`src/rtl/iefl_pkg.sv`:
```
package iefl_pkg;

  // ****************************************************************
  // bus geometry
  // ****************************************************************
  localparam int unsigned ADDR_W = 12;
  localparam int unsigned DATA_W = 32;
  localparam int unsigned REG_W  = 8;

  // ****************************************************************
  // register indices (byte address is four times the index)
  // ****************************************************************
  localparam logic [7:0] INT_CTRL_IDX_LO   = 8'h0b;
  localparam logic [7:0] INT_CTRL_IDX_HI   = 8'h8b;
  localparam logic [7:0] PERIPH_EN_IDX     = 8'h8c;
  localparam logic [7:0] PERIPH_FLAG_IDX   = 8'h0c;
  localparam logic [7:0] OPTION_IDX        = 8'h81;
  localparam logic [7:0] PORT_B_DATA_IDX   = 8'h40;

  // ****************************************************************
  // interrupt_control field positions
  // ****************************************************************
  localparam int unsigned GLOBAL_EN_BIT    = 7;
  localparam int unsigned PERIPH_EN_BIT    = 6;
  localparam int unsigned T0_EN_BIT        = 5;
  localparam int unsigned EXT_EN_BIT       = 4;
  localparam int unsigned PB_EN_BIT        = 3;
  localparam int unsigned T0_FLAG_BIT      = 2;
  localparam int unsigned EXT_FLAG_BIT     = 1;
  localparam int unsigned PB_FLAG_BIT      = 0;

  // ****************************************************************
  // peripheral enable / flag field positions
  // ****************************************************************
  localparam int unsigned ADC_BIT          = 6;
  localparam int unsigned SERIAL_BIT       = 3;
  localparam int unsigned CAPCMP_BIT       = 2;
  localparam int unsigned T2_BIT           = 1;
  localparam int unsigned T1_BIT           = 0;
  localparam logic [7:0]  PERIPH_MASK      = 8'h4f;

  // ****************************************************************
  // option register field
  // ****************************************************************
  localparam int unsigned EDGE_POL_BIT     = 6;

  // ****************************************************************
  // values after reset
  // ****************************************************************
  localparam logic [4:0]  CTRL_EN_RESET    = 5'h00;
  localparam logic [2:0]  CORE_FLAG_RESET  = 3'h0;
  localparam logic [4:0]  PERIPH_RESET     = 5'h00;
  localparam logic        EDGE_POL_RESET   = 1'b1;
  localparam logic [3:0]  PB_LATCH_RESET   = 4'h0;
  localparam logic [31:0] RDATA_RESET      = 32'h0000_0000;

  // ****************************************************************
  // bus slave phase
  // ****************************************************************
  typedef enum logic [0:0] {
    APB_IDLE,
    APB_ANSWER
  } iefl_apb_state_t;

endpackage

```
`src/rtl/iefl_flag_bank.sv`:
```
module iefl_flag_bank #(
  parameter int unsigned WIDTH = 4,
  parameter logic [WIDTH-1:0] RESET_VALUE = '0
) (
  // clock and reset
  input  wire logic             clk,
  input  wire logic             reset,
  // software side
  input  wire logic             wr_en,
  input  wire logic [WIDTH-1:0] wr_data,
  // hardware events
  input  wire logic [WIDTH-1:0] set_vec,
  // sticky flags
  output logic      [WIDTH-1:0] flags
);

  logic [WIDTH-1:0] flags_reg;
  logic [WIDTH-1:0] flags_next;

  // software write first, then events on top so a set is never lost
  always_comb begin
    flags_next = flags_reg;
    if (wr_en) begin
      flags_next = wr_data;
    end
    flags_next = flags_next | set_vec;
  end

  // flags only fall when software writes zero
  always_ff @(posedge clk) begin
    if (reset) begin
      flags_reg <= RESET_VALUE;
    end else begin
      flags_reg <= flags_next;
    end
  end

  assign flags = flags_reg;

endmodule

```
`src/rtl/iefl_top.sv`:
```
// Notes on behaviour
// - interrupt_control answers at two indices sharing one storage
// - global_int_enable clear blocks every request to the core
// - periph_int_enable set passes unmasked peripheral-group sources
// - timer-zero flag interrupts only while timer0_ovf_enable set
// - external pin flag interrupts only while ext_pin_int_enable set
// - peripheral_interrupt_enable answers at one index
// - enable bits 7, 5, 4 read zero and ignore writes
// - converter flag gated by adc_done_enable
// - serial port flag gated by serial_port_enable
// - timer-one overflow flag gated by timer1_ovf_enable
// - no peripheral source interrupts without periph_int_enable
// - flags set regardless of any enable; enables mask requests only
// - external flag on rising edge if polarity one, else falling
// - timer-one overflow sets a flag that only software clears
// - timer-two period match sets a flag cleared by software
// - serial transfer completion sets a flag held until cleared
module iefl_top
  import iefl_pkg::*;
(
  // clock and reset
  input  wire logic              CLK,
  input  wire logic              RESET,
  // apb slave
  input  wire logic              PSEL,
  input  wire logic              PENABLE,
  input  wire logic              PWRITE,
  input  wire logic [ADDR_W-1:0] PADDR,
  input  wire logic [DATA_W-1:0] PWDATA,
  input  wire logic [3:0]        PSTRB,
  output logic      [DATA_W-1:0] PRDATA,
  output logic                   PREADY,
  output logic                   PSLVERR,
  // peripheral event pulses
  input  wire logic              TIMER0_OVF,
  input  wire logic              TIMER1_OVF,
  input  wire logic              TIMER2_MATCH,
  input  wire logic              SERIAL_DONE,
  input  wire logic              CAPCMP_EVENT,
  input  wire logic              ADC_DONE,
  // pins
  input  wire logic              EXTERNAL_INTERRUPT_PIN,
  input  wire logic [3:0]        PORT_B_HIGH_PINS,
  // request to the core
  output logic                   IRQ
);

  // ****************************************************************
  // address decode helpers
  // ****************************************************************

  // word index of a bus address; byte lanes below are ignored
  function automatic logic [9:0] word_index(input logic [ADDR_W-1:0] a);
    word_index = a[ADDR_W-1:2];
  endfunction

  // true when the address hits a given register index
  function automatic logic hits(input logic [ADDR_W-1:0] a,
                                input logic [7:0]        idx);
    hits = (word_index(a) == {2'b00, idx});
  endfunction

  // scatter five peripheral bits into their byte positions
  function automatic logic [7:0] periph_to_byte(input logic [4:0] v);
    logic [7:0] b;
    b = 8'h00;
    b[ADC_BIT]    = v[4];
    b[SERIAL_BIT] = v[3];
    b[CAPCMP_BIT] = v[2];
    b[T2_BIT]     = v[1];
    b[T1_BIT]     = v[0];
    periph_to_byte = b;
  endfunction

  // gather the five implemented peripheral bits from a byte
  function automatic logic [4:0] byte_to_periph(input logic [7:0] b);
    byte_to_periph = {b[ADC_BIT], b[SERIAL_BIT], b[CAPCMP_BIT],
                      b[T2_BIT], b[T1_BIT]};
  endfunction

  // ****************************************************************
  // declarations
  // ****************************************************************
  iefl_apb_state_t   apb_state_reg;
  iefl_apb_state_t   apb_state_next;
  logic [DATA_W-1:0] prdata_reg;
  logic              pready_reg;
  logic              pslverr_reg;
  logic              irq_reg;

  logic [4:0]        ctrl_en_reg;      // global, periph, t0, ext, pb
  logic [4:0]        periph_en_reg;    // adc, serial, capcmp, t2, t1
  logic              edge_pol_reg;
  logic              ext_pin_prev_reg;
  logic [3:0]        pb_latch_reg;

  logic              setup_phase;
  logic              commit;
  logic              wr_commit;
  logic              rd_commit;
  logic              lane0;
  logic              sel_ctrl;
  logic              sel_pen;
  logic              sel_pflag;
  logic              sel_opt;
  logic              sel_pb;
  logic              mapped;
  logic [7:0]        wbyte;
  logic [7:0]        rbyte;

  logic [2:0]        core_flags;
  logic [2:0]        core_set;
  logic [4:0]        periph_flags;
  logic [4:0]        periph_set;
  logic              ext_edge;
  logic              pb_mismatch;
  logic              core_req;
  logic              periph_req;

  // ****************************************************************
  // apb handshake
  // ****************************************************************

  // the answer is prepared in setup so every output leaves a flop
  assign setup_phase = PSEL && !PENABLE && (apb_state_reg == APB_IDLE);
  assign commit      = PSEL && PENABLE && pready_reg;
  assign wr_commit   = commit && PWRITE;
  assign rd_commit   = commit && !PWRITE;
  assign lane0       = PSTRB[0];
  assign wbyte       = PWDATA[REG_W-1:0];

  // one answer state; pready drops right after the committing edge
  always_comb begin
    apb_state_next = apb_state_reg;
    case (apb_state_reg)
      APB_IDLE: begin
        if (setup_phase) begin
          apb_state_next = APB_ANSWER;
        end
      end
      APB_ANSWER: begin
        if (commit || !PSEL) begin
          apb_state_next = APB_IDLE;
        end
      end
      default: begin
        apb_state_next = APB_IDLE;
      end
    endcase
  end

  // phase register
  always_ff @(posedge CLK) begin
    if (RESET) begin
      apb_state_reg <= APB_IDLE;
    end else begin
      apb_state_reg <= apb_state_next;
    end
  end

  // ready raised for exactly the first access cycle
  always_ff @(posedge CLK) begin
    if (RESET) begin
      pready_reg <= 1'b0;
    end else begin
      pready_reg <= setup_phase;
    end
  end

  // ****************************************************************
  // register decode
  // ****************************************************************
  assign sel_ctrl  = hits(PADDR, INT_CTRL_IDX_LO) ||
                     hits(PADDR, INT_CTRL_IDX_HI);
  assign sel_pen   = hits(PADDR, PERIPH_EN_IDX);
  assign sel_pflag = hits(PADDR, PERIPH_FLAG_IDX);
  assign sel_opt   = hits(PADDR, OPTION_IDX);
  assign sel_pb    = hits(PADDR, PORT_B_DATA_IDX);
  assign mapped    = sel_ctrl || sel_pen || sel_pflag || sel_opt || sel_pb;

  // read byte for the address now on the bus
  always_comb begin
    rbyte = 8'h00;
    if (sel_ctrl) begin
      rbyte = {ctrl_en_reg, core_flags};
    end else if (sel_pen) begin
      rbyte = periph_to_byte(periph_en_reg);
    end else if (sel_pflag) begin
      rbyte = periph_to_byte(periph_flags);
    end else if (sel_opt) begin
      rbyte = 8'h00;
      rbyte[EDGE_POL_BIT] = edge_pol_reg;
    end else if (sel_pb) begin
      rbyte = {PORT_B_HIGH_PINS, 3'b000, EXTERNAL_INTERRUPT_PIN};
    end
  end

  // read data and error captured in setup, held through access
  always_ff @(posedge CLK) begin
    if (RESET) begin
      prdata_reg  <= RDATA_RESET;
      pslverr_reg <= 1'b0;
    end else if (setup_phase) begin
      prdata_reg  <= PWRITE ? RDATA_RESET : {24'h00_0000, rbyte};
      pslverr_reg <= !mapped;
    end else if (commit) begin
      pslverr_reg <= 1'b0;
    end
  end

  // ****************************************************************
  // enable registers
  // ****************************************************************

  // enable half of interrupt_control, same storage for both indices
  always_ff @(posedge CLK) begin
    if (RESET) begin
      ctrl_en_reg <= CTRL_EN_RESET;
    end else if (wr_commit && sel_ctrl && lane0) begin
      ctrl_en_reg <= wbyte[REG_W-1:3];
    end
  end

  // unimplemented positions are simply never stored
  always_ff @(posedge CLK) begin
    if (RESET) begin
      periph_en_reg <= PERIPH_RESET;
    end else if (wr_commit && sel_pen && lane0) begin
      periph_en_reg <= byte_to_periph(wbyte);
    end
  end

  // edge polarity choice for the external pin
  always_ff @(posedge CLK) begin
    if (RESET) begin
      edge_pol_reg <= EDGE_POL_RESET;
    end else if (wr_commit && sel_opt && lane0) begin
      edge_pol_reg <= wbyte[EDGE_POL_BIT];
    end
  end

  // ****************************************************************
  // event detection
  // ****************************************************************

  // previous pin level for edge detection
  always_ff @(posedge CLK) begin
    if (RESET) begin
      ext_pin_prev_reg <= 1'b0;
    end else begin
      ext_pin_prev_reg <= EXTERNAL_INTERRUPT_PIN;
    end
  end

  // rising when polarity is one, falling when zero
  assign ext_edge = edge_pol_reg ?
                    (EXTERNAL_INTERRUPT_PIN && !ext_pin_prev_reg) :
                    (!EXTERNAL_INTERRUPT_PIN && ext_pin_prev_reg);

  // the latch follows the pins only when software reads the port,
  // so a mismatch keeps re-setting the flag until that read
  always_ff @(posedge CLK) begin
    if (RESET) begin
      pb_latch_reg <= PB_LATCH_RESET;
    end else if (rd_commit && sel_pb) begin
      pb_latch_reg <= PORT_B_HIGH_PINS;
    end
  end

  assign pb_mismatch = (PORT_B_HIGH_PINS != pb_latch_reg);

  // ****************************************************************
  // sticky flags
  // ****************************************************************

  // flags rise whatever the enables say
  assign core_set = {TIMER0_OVF, ext_edge, pb_mismatch};

  iefl_flag_bank #(
    .WIDTH       (3),
    .RESET_VALUE (CORE_FLAG_RESET)
  ) u_core_flags (
    .clk     (CLK),
    .reset   (RESET),
    .wr_en   (wr_commit && sel_ctrl && lane0),
    .wr_data (wbyte[2:0]),
    .set_vec (core_set),
    .flags   (core_flags)
  );

  // peripheral flags, cleared only by a software write of zero
  assign periph_set = {ADC_DONE, SERIAL_DONE, CAPCMP_EVENT,
                       TIMER2_MATCH, TIMER1_OVF};

  iefl_flag_bank #(
    .WIDTH       (5),
    .RESET_VALUE (PERIPH_RESET)
  ) u_periph_flags (
    .clk     (CLK),
    .reset   (RESET),
    .wr_en   (wr_commit && sel_pflag && lane0),
    .wr_data (byte_to_periph(wbyte)),
    .set_vec (periph_set),
    .flags   (periph_flags)
  );

  // ****************************************************************
  // request to the core
  // ****************************************************************

  // core-group pairs, each flag masked by its own enable
  assign core_req =
    (ctrl_en_reg[T0_EN_BIT-3] && core_flags[T0_FLAG_BIT])   ||
    (ctrl_en_reg[EXT_EN_BIT-3] && core_flags[EXT_FLAG_BIT]) ||
    (ctrl_en_reg[PB_EN_BIT-3] && core_flags[PB_FLAG_BIT]);

  // peripheral pairs, then the group gate above them all
  assign periph_req = ctrl_en_reg[PERIPH_EN_BIT-3] &&
    ((periph_en_reg[4] && periph_flags[4]) ||
     (periph_en_reg[3] && periph_flags[3]) ||
     (periph_en_reg[2] && periph_flags[2]) ||
     (periph_en_reg[1] && periph_flags[1]) ||
     (periph_en_reg[0] && periph_flags[0]));

  // registered request; one cycle behind flags, trading latency for a
  // glitch-free output. pending flags left set before enabling fire at
  // once, which is why software clears them first
  always_ff @(posedge CLK) begin
    if (RESET) begin
      irq_reg <= 1'b0;
    end else begin
      irq_reg <= ctrl_en_reg[GLOBAL_EN_BIT-3] &&
                 (core_req || periph_req);
    end
  end

  // ****************************************************************
  // outputs
  // ****************************************************************
  assign PRDATA  = prdata_reg;
  assign PREADY  = pready_reg;
  assign PSLVERR = pslverr_reg;
  assign IRQ     = irq_reg;

endmodule

```
`config.mk`:
```
export PLATFORM = sky130hd
export DESIGN_NAME = iefl_top
export DESIGN_NICKNAME = d
export VERILOG_FILES = /design/src/rtl/iefl_pkg.sv /design/src/rtl/iefl_flag_bank.sv /design/src/rtl/iefl_top.sv
export SDC_FILE = /design/constraint.sdc
export NUM_CORES = 1
export LEC_CHECK = 0
export ABC_AREA = 1
export BUFFER_PORTS_ARGS = -buffer_cell sky130_fd_sc_hd__buf_2
export CAP_MARGIN = 30
export CORE_ASPECT_RATIO = 1.1
export CORE_UTILIZATION = 41
export DETAILED_ROUTE_END_ITERATION = 10
export PLACE_DENSITY_LB_ADDON = 0.15
export SYNTH_ARGS = -nofsm -noshare
export SYNTH_HDL_FRONTEND = slang
export SYNTH_SLANG_ARGS = --single-unit
```
`constraint.sdc`:
```
create_clock -name CLK -period 1.2 [get_ports CLK]
set_input_delay 0.24 -clock CLK [delete_from_list [all_inputs] [get_ports CLK]]
set_output_delay 0.24 -clock CLK [all_outputs]
set_load 0.01 [all_outputs]
```
==> impl_metrics.toml, run 1 <==
[yosys]
yosys.area.top_type = "dfxtp_1"
synthAdderAreaFrac_pct = 0
syn_area_per_cell_um2 = 7.039
synth_cell_types = 32
muxShareOfSynthArea_pct = 0.5025
yosys-top-cells-area = "dfxtp_1, nand2_1, buf_4"
syn_area_um2 = 1992
synthCells = 283
yosys.area_share.simple_pct = 26.07
synth_top_area_share_pct = 36.18
synth_compound_area_share_pct = 17.71
synth_xor_area_share_pct = 1.759
synth_top_family_by_area = "simple AND/OR/NAND/NOR gates"
ys_ff_latch = 36
yosysWarningCount = 0
synth_seq_area_share_pct = 36.18

[die]
start_util_pct = 42.82
die_h_um = 75.11
die_w_um = 68.46
io_pins = 99
die_area_um2 = 5141
core_area_um2 = 4652
row_count = 26

[cells_and_area]
final_nets = 426
drive_gt1_share_pct = 39.39
largest_register_ffs = 8
area.sequential_um2 = 723.2
most-common-layout-cells = "nand2_1, buf_2, inv_1, dfxtp_1, buf_4"
final_common_cell = "nand2_1"
n_antenna_cell = 0
multi_input_area_um2 = 1206
design_area_um2 = 2798
syn_to_final_growth_pct = 40.45
n_fill_cell = 473

[power_and_ir_drop]
internal_power_uw = 1979
power.share.combinational_pct = 12.9
p_leak_uw = 0.001309
power_switching_uw = 675.9
p_per_area_nw_per_um2 = 948.9
clkPwrFrac_pct = 40.2
vdd_drop_max_v = 0.0008588
power_frac_seq_pct = 46.9
p_sw_share_pct = 25.46

[drt]
postRouteAntennaNets = 0
dr_total_vias = 1983
detail_route.wl_per_cell_um = 11.42
drt_iter0_markers = 92
drc = 0
viasPerCell = 4.733
finalWirelength_um = 4786
drt_pass1_iterations = 4

[outcome]
violations = "setup timing"
outcome = "finished with violations"

[cts]
hold_buffers = 0
cts_sinks = 36
cts_tree = "done"
h-tree-depth = 2
insertion_delay_ps = 290
cts_root_buffer = "clkbuf_8"
clk_pin_slew_ps = 70
cts_buffers = 5
cts.path.max_buffers = 2

[worst_setup_path]
crit_chain = "nand3_4 > buf_4 > nor3_4 > nor2_1 > a211oi_1"
start_kind = "flip-flop"
crit_start = "PREADY"
r2r_start = "PREADY"
critical_path.max_fanout = 8
crit_path_end_kind = "flip-flop"
slowest_delay_ps = 350
crit_slowest_cell = "dfxtp_2"
crit_arrival_ps = 1450
path_class = "flip-flop to flip-flop"
required_ps = 1400

[global_routing]
grt_remaining_overflow = 0
grt_use_total_pct = 20.28
grt_pass1_vias = 1754
antenna_found_initial = 0
grt_first_pass_wirelength_um = 7645
grt_max_degree = 19

[timing]
rsz0062_at_grt = "yes"
hold_ws_ps = 210.8
report.final.slew_viol_count = 0
post-route-min-period_ps = 1253
timing.fmax_mhz = 798.2
clock_skew_ps = 6.479
hold_viol_final = 0
period_share_pct = 104.4
setup_violations = 11
setup_ws_ps = -52.80

[placement]
port_buffers = 45
place_hpwl_um = 3511
postPlaceCellArea_um2 = 2430
gp_congestion = 0.7736
place_ws_ps = -285.1

[flow_run]
maxCapViolCount = 0

[min_path]
hold_class = "primary input to flip-flop"
min_from = "EXTERNAL_INTERRUPT_PIN"
routing by layer:
layer / vias to the layer above / track usage (%) / part of all wire (%)
li1: 1020 / - / -
met1: 909 / 24.91 / 45
met2: 49 / 34.75 / 49
met3: 5 / 4.697 / 4.7
met4: 0 / 6.250 / 1.2
met5: - / 0 / 0
path summary, 6_finish.rpt:
| check | end | slack (ps) | depth (start not counted) |
|---|---|---|---|
| worst max-delay path | pb_latch_reg[0] | -50 | 5 |
| worst min-delay path | ext_pin_prev_reg | 210 | 3 |
| worst max register to register | pb_latch_reg[0] | -50 | 5 |
| worst min register to register | PRDATA[3] | 460 | 2 |
cell usage after synthesis (all sizes together):
cell	instances
or2	1
o22ai	4
conb	1
o211ai	1
clkbuf	5
o21ai	20
a41oi	1
nor2	26
o2111ai	1
nor4	2
buf	25
xor2	4
a211oi	3
nand3	13
a22o	1
inv	39
a21oi	27
o21bai	4
nor3	1
mux2i	1
dfxtp	36
a31oi	1
nand2	65
nand3b	1
timing repair:
action | 4_1_cts | 5_1_grt
cloned | 0 | 1
setup endpoints to repair | 17 | 31
gates resized for setup | 6 | 47
pin swaps | 6 | 15
setup buffers | 0 | 8
power by group through the flow:
stage / clock network [uW] / registers (uW) / logic (uW)
2_1_floorplan: 0 / 1270 / 214
3_3_place_gp: 0 / 1270 / 299
5_1_grt: 1140 / 1250 / 388
3_5_place_dp: 0 / 1270 / 303
6_report: 1070 / 1240 / 343
4_1_cts: 1090 / 1240 / 309
kinds of logic (layout without fill, tap and decap cells):
kind of cell | after synthesis | count (layout)
AOI/OAI and AO/OA | 63 | 63
xor gates and xnor gates | 4 | 4
buffers and inverters | 69 | 125
and+or+nand+nor | 109 | 110
muxes | 1 | 1
DFF | 36 | 36
other | 1 | 24
area by class of cell:
class,instances,area share (%)
Clock buffer,5,2.460
Multi-Input combinational cell,202,43.11
Timing Repair Buffer,78,19.14
Tap cell,56,2.504
Clock inverter,3,1.521
Inverter,39,5.411
Sequential cell,36,25.85
critical path, delay by kind of cell (launching register included):
family,cells,cell delay [ps]
simple gates,3,450
compound gates,1,200
flops,1,350
buf+inv,1,160
stage by stage:
stage | power, uW | utilization, % | instances | setup TNS [ps]
after floorplan | 1481 | - | 306 | -122.9
after global placement | 1568 | 52.23 | 402 | -5825
after detailed placement | 1572 | 52.23 | 402 | -6121
after CTS | 2640 | 55.14 | 410 | -95.16
after global routing | 2777 | 60.14 | 419 | -1398
final | 2655 | 60.14 | 419 | -143.5
No activity file was read; power rests on OpenSTA's default activity.
==> run 2: changes to the inputs <==
--- a/config.mk
+++ b/config.mk
@@ -5,13 +5,14 @@
 export SDC_FILE = /design/constraint.sdc
 export NUM_CORES = 1
 export LEC_CHECK = 0
-export ABC_AREA = 1
 export BUFFER_PORTS_ARGS = -buffer_cell sky130_fd_sc_hd__buf_2
 export CAP_MARGIN = 30
 export CORE_ASPECT_RATIO = 1.1
-export CORE_UTILIZATION = 41
+export CORE_UTILIZATION = 42
+export CTS_BUF_LIST = sky130_fd_sc_hd__clkbuf_8
 export DETAILED_ROUTE_END_ITERATION = 10
 export PLACE_DENSITY_LB_ADDON = 0.15
+export SLEW_MARGIN = 20
 export SYNTH_ARGS = -nofsm -noshare
 export SYNTH_HDL_FRONTEND = slang
 export SYNTH_SLANG_ARGS = --single-unit
==> impl_metrics.toml, run 2 <==
[outcome]
outcome = "finished with violations"
violations = "setup timing"

[yosys]
synthFlopType = "dfxtp_1"
syn_area_per_cell_um2 = 8.717
syn_area_um2 = 1831
yosys.area.top_type = "dfxtp_1"
synth_most_common_cell = "dfxtp_1"
synth_top_family_by_area = "simple AND/OR/NAND/NOR gates"
ys_ff_latch = 36
synth_xor_area_share_pct = 1.914
yosys-top-cells-area = "dfxtp_1, buf_4, mux2i_1"
ys_async_sr_fraction_pct = 0
synth_common_cells = "dfxtp_1, buf_4, nor2_1, mux2i_1, nand2_1"
synthCells = 210
yosysWarningCount = 0
synthAdderAreaFrac_pct = 0
synth_top_area_share_pct = 39.37
muxShareOfSynthArea_pct = 9.296
synth_cell_types = 36
synth-edff-count = 0
synth_compound_area_share_pct = 15.93
synth_seq_area_share_pct = 39.37
yosys.area_share.simple_pct = 20.57

[power_and_ir_drop]
p_per_area_nw_per_um2 = 1072
p_leak_uw = 0.001227
total_power_uw = 2683
vdd_drop_max_v = 0.0007346

[die]
die_h_um = 71.24
die_area_um2 = 4627
start_util_pct = 44.82
die_w_um = 64.95
core_area_um2 = 4084
io_pins = 99
row_count = 24

[cts]
h-tree-depth = 2
clk_pin_slew_ps = 70
cts_root_buffer = "clkbuf_8"
cts_buffers = 5
insertion_delay_ps = 290
cts_tree = "done"
cts_sinks = 36
cts.path.max_buffers = 2

[global_routing]
antenna_found_initial = 0
grt_max_degree = 27
grt_use_total_pct = 20.59
grt_remaining_overflow = 0
grt_pass1_vias = 1580
grt_first_pass_wirelength_um = 7162

[cells_and_area]
fin_cells = 332
largest_register_ffs = 8
drive_gt1_share_pct = 36.79
syn_to_final_growth_pct = 36.71
multi_input_area_um2 = 1126
area.sequential_um2 = 721.9
final_common_cell = "buf_2"
n_antenna_cell = 0
n_fill_cell = 391
most-common-layout-cells = "buf_2, dfxtp_1, conb_1, buf_4, nor2_1"
final_nets = 343

[drt]
finalWirelength_um = 4254
drc = 0
drt_pass1_iterations = 4
postRouteAntennaNets = 0
viasPerCell = 5.015
dr_total_vias = 1665
drt_iter0_markers = 99
detail_route.wl_per_cell_um = 12.81

[flow_run]
maxCapViolCount = 0

[worst_setup_path]
crit_buf_inv = 1
reg2reg_depth = 5
path_delay_family = "simple AND/OR/NAND/NOR gates"
crit_path_end_kind = "flip-flop"
crit_slowest_cell = "or4b_4"
slowest_delay_ps = 530
endpoint = "PSLVERR"
path_class = "primary input to flip-flop"
cp_num_cells = 6
worstReg2RegEnd = "u_core_flags.flags[0]"
r2r_slack_ps = -70
crit_chain = "buf_6 > or3_4 > or4b_4 > nand2_2 > nor4_2 > a31o_1"
critical_path.max_fanout = 3
required_ps = 1390
crit_arrival_ps = 1560
r2r_start = "PREADY"
start_kind = "primary input"
crit_start = "PADDR[8]"

[placement]
dp.cells = 321
place_hpwl_um = 3248
gp_congestion = 0.7709
port_buffers = 45

[timing]
relSlewSlack_pct = 56.82
clock_skew_ps = 5.013
hold_viol_final = 0
report.final.slew_viol_count = 0
setup_violations = 27
timing.fmax_mhz = 731.7
post-route-min-period_ps = 1367
setup_ws_ps = -166.7
period_share_pct = 113.9
worst_pin_slew_ps = 647.7
rsz0062_at_grt = "yes"

[min_path]
hold_class = "primary input to flip-flop"
-- run 2: tightest hold or removal path, delay by kind of cell --
family	cells	cell delay, ps
buffers and inverters	1	80
muxes	1	50
and+or+nand+nor	1	70
-- run 2: cells by family after synthesis --
group | count (synthesis)
and+or+nand+nor | 74
AOI/OAI and AO/OA | 41
buffers and inverters | 37
DFF | 36
muxes | 17
xor gates and xnor gates | 4
other | 1
-- run 2: routing by layer --
metal  vias to the layer above  part of all wire [%]  global-route usage, %
met1                       766                    46                  25.12
met3                         4                   4.5                  6.688
met5                         -                     0                      0
met2                        52                    48                  33.45
li1                        843                     -                      -
met4                         0                  0.89                  7.901
-- run 2: layout make-up --
type                       instances  share of cell area (%)
timing repair buffer              70                   17.75
clock buffer                       7                   3.850
multi-input combinational        161                   45.00
clock inverter                     1                   1.200
inverter                           5                  0.7500
sequential                        36                   28.85
tap                               52                   2.600
-- run 2: repair_timing --
item                       4_1_cts  5_1_grt
setup endpoints to repair       28       32
pin swaps                        8        2
setup buffers                    2        0
cloned                           1        0
resized for setup               10        6
hold buffers                     0        0
-- run 2: worst min-delay path by stage --
stage                           start                     to  slack (ps)  cells past startpoint
2_1_floorplan  EXTERNAL_INTERRUPT_PIN       ext_pin_prev_reg         370                      1
3_3_place_gp          pb_latch_reg[3]        pb_latch_reg[3]         460                      2
3_5_place_dp          pb_latch_reg[0]        pb_latch_reg[0]         460                      2
4_1_cts                    TIMER0_OVF  u_core_flags.flags[2]         180                      3
5_1_grt                    TIMER0_OVF  u_core_flags.flags[2]         180                      3
6_report                    PWDATA[4]         ctrl_en_reg[1]         180                      3
-- run 2: per-stage QoR --
step	hold slack, ps	worst slack (ps)	utilization (%)	TNS, ps	instance area (um2)
after detailed placement	462.1	-508.2	55.70	-13780	2275
final	178.9	-166.7	61.27	-1774	2502
after floorplan	368.2	-333.9	-	-4832	2036
after global routing	175.6	-188.5	61.27	-3708	2502
after CTS	175.3	-154.3	60.57	-1704	2474
after global placement	461.6	-483.9	55.70	-13370	2275
-- run 2: where the power goes --
part	total [uW]	switching [uW]	leakage, uW	internal (uW)
logic	287	162	0.000869	125
clock network	1160	422	0.0000645	733
registers	1240	19.5	0.000294	1220
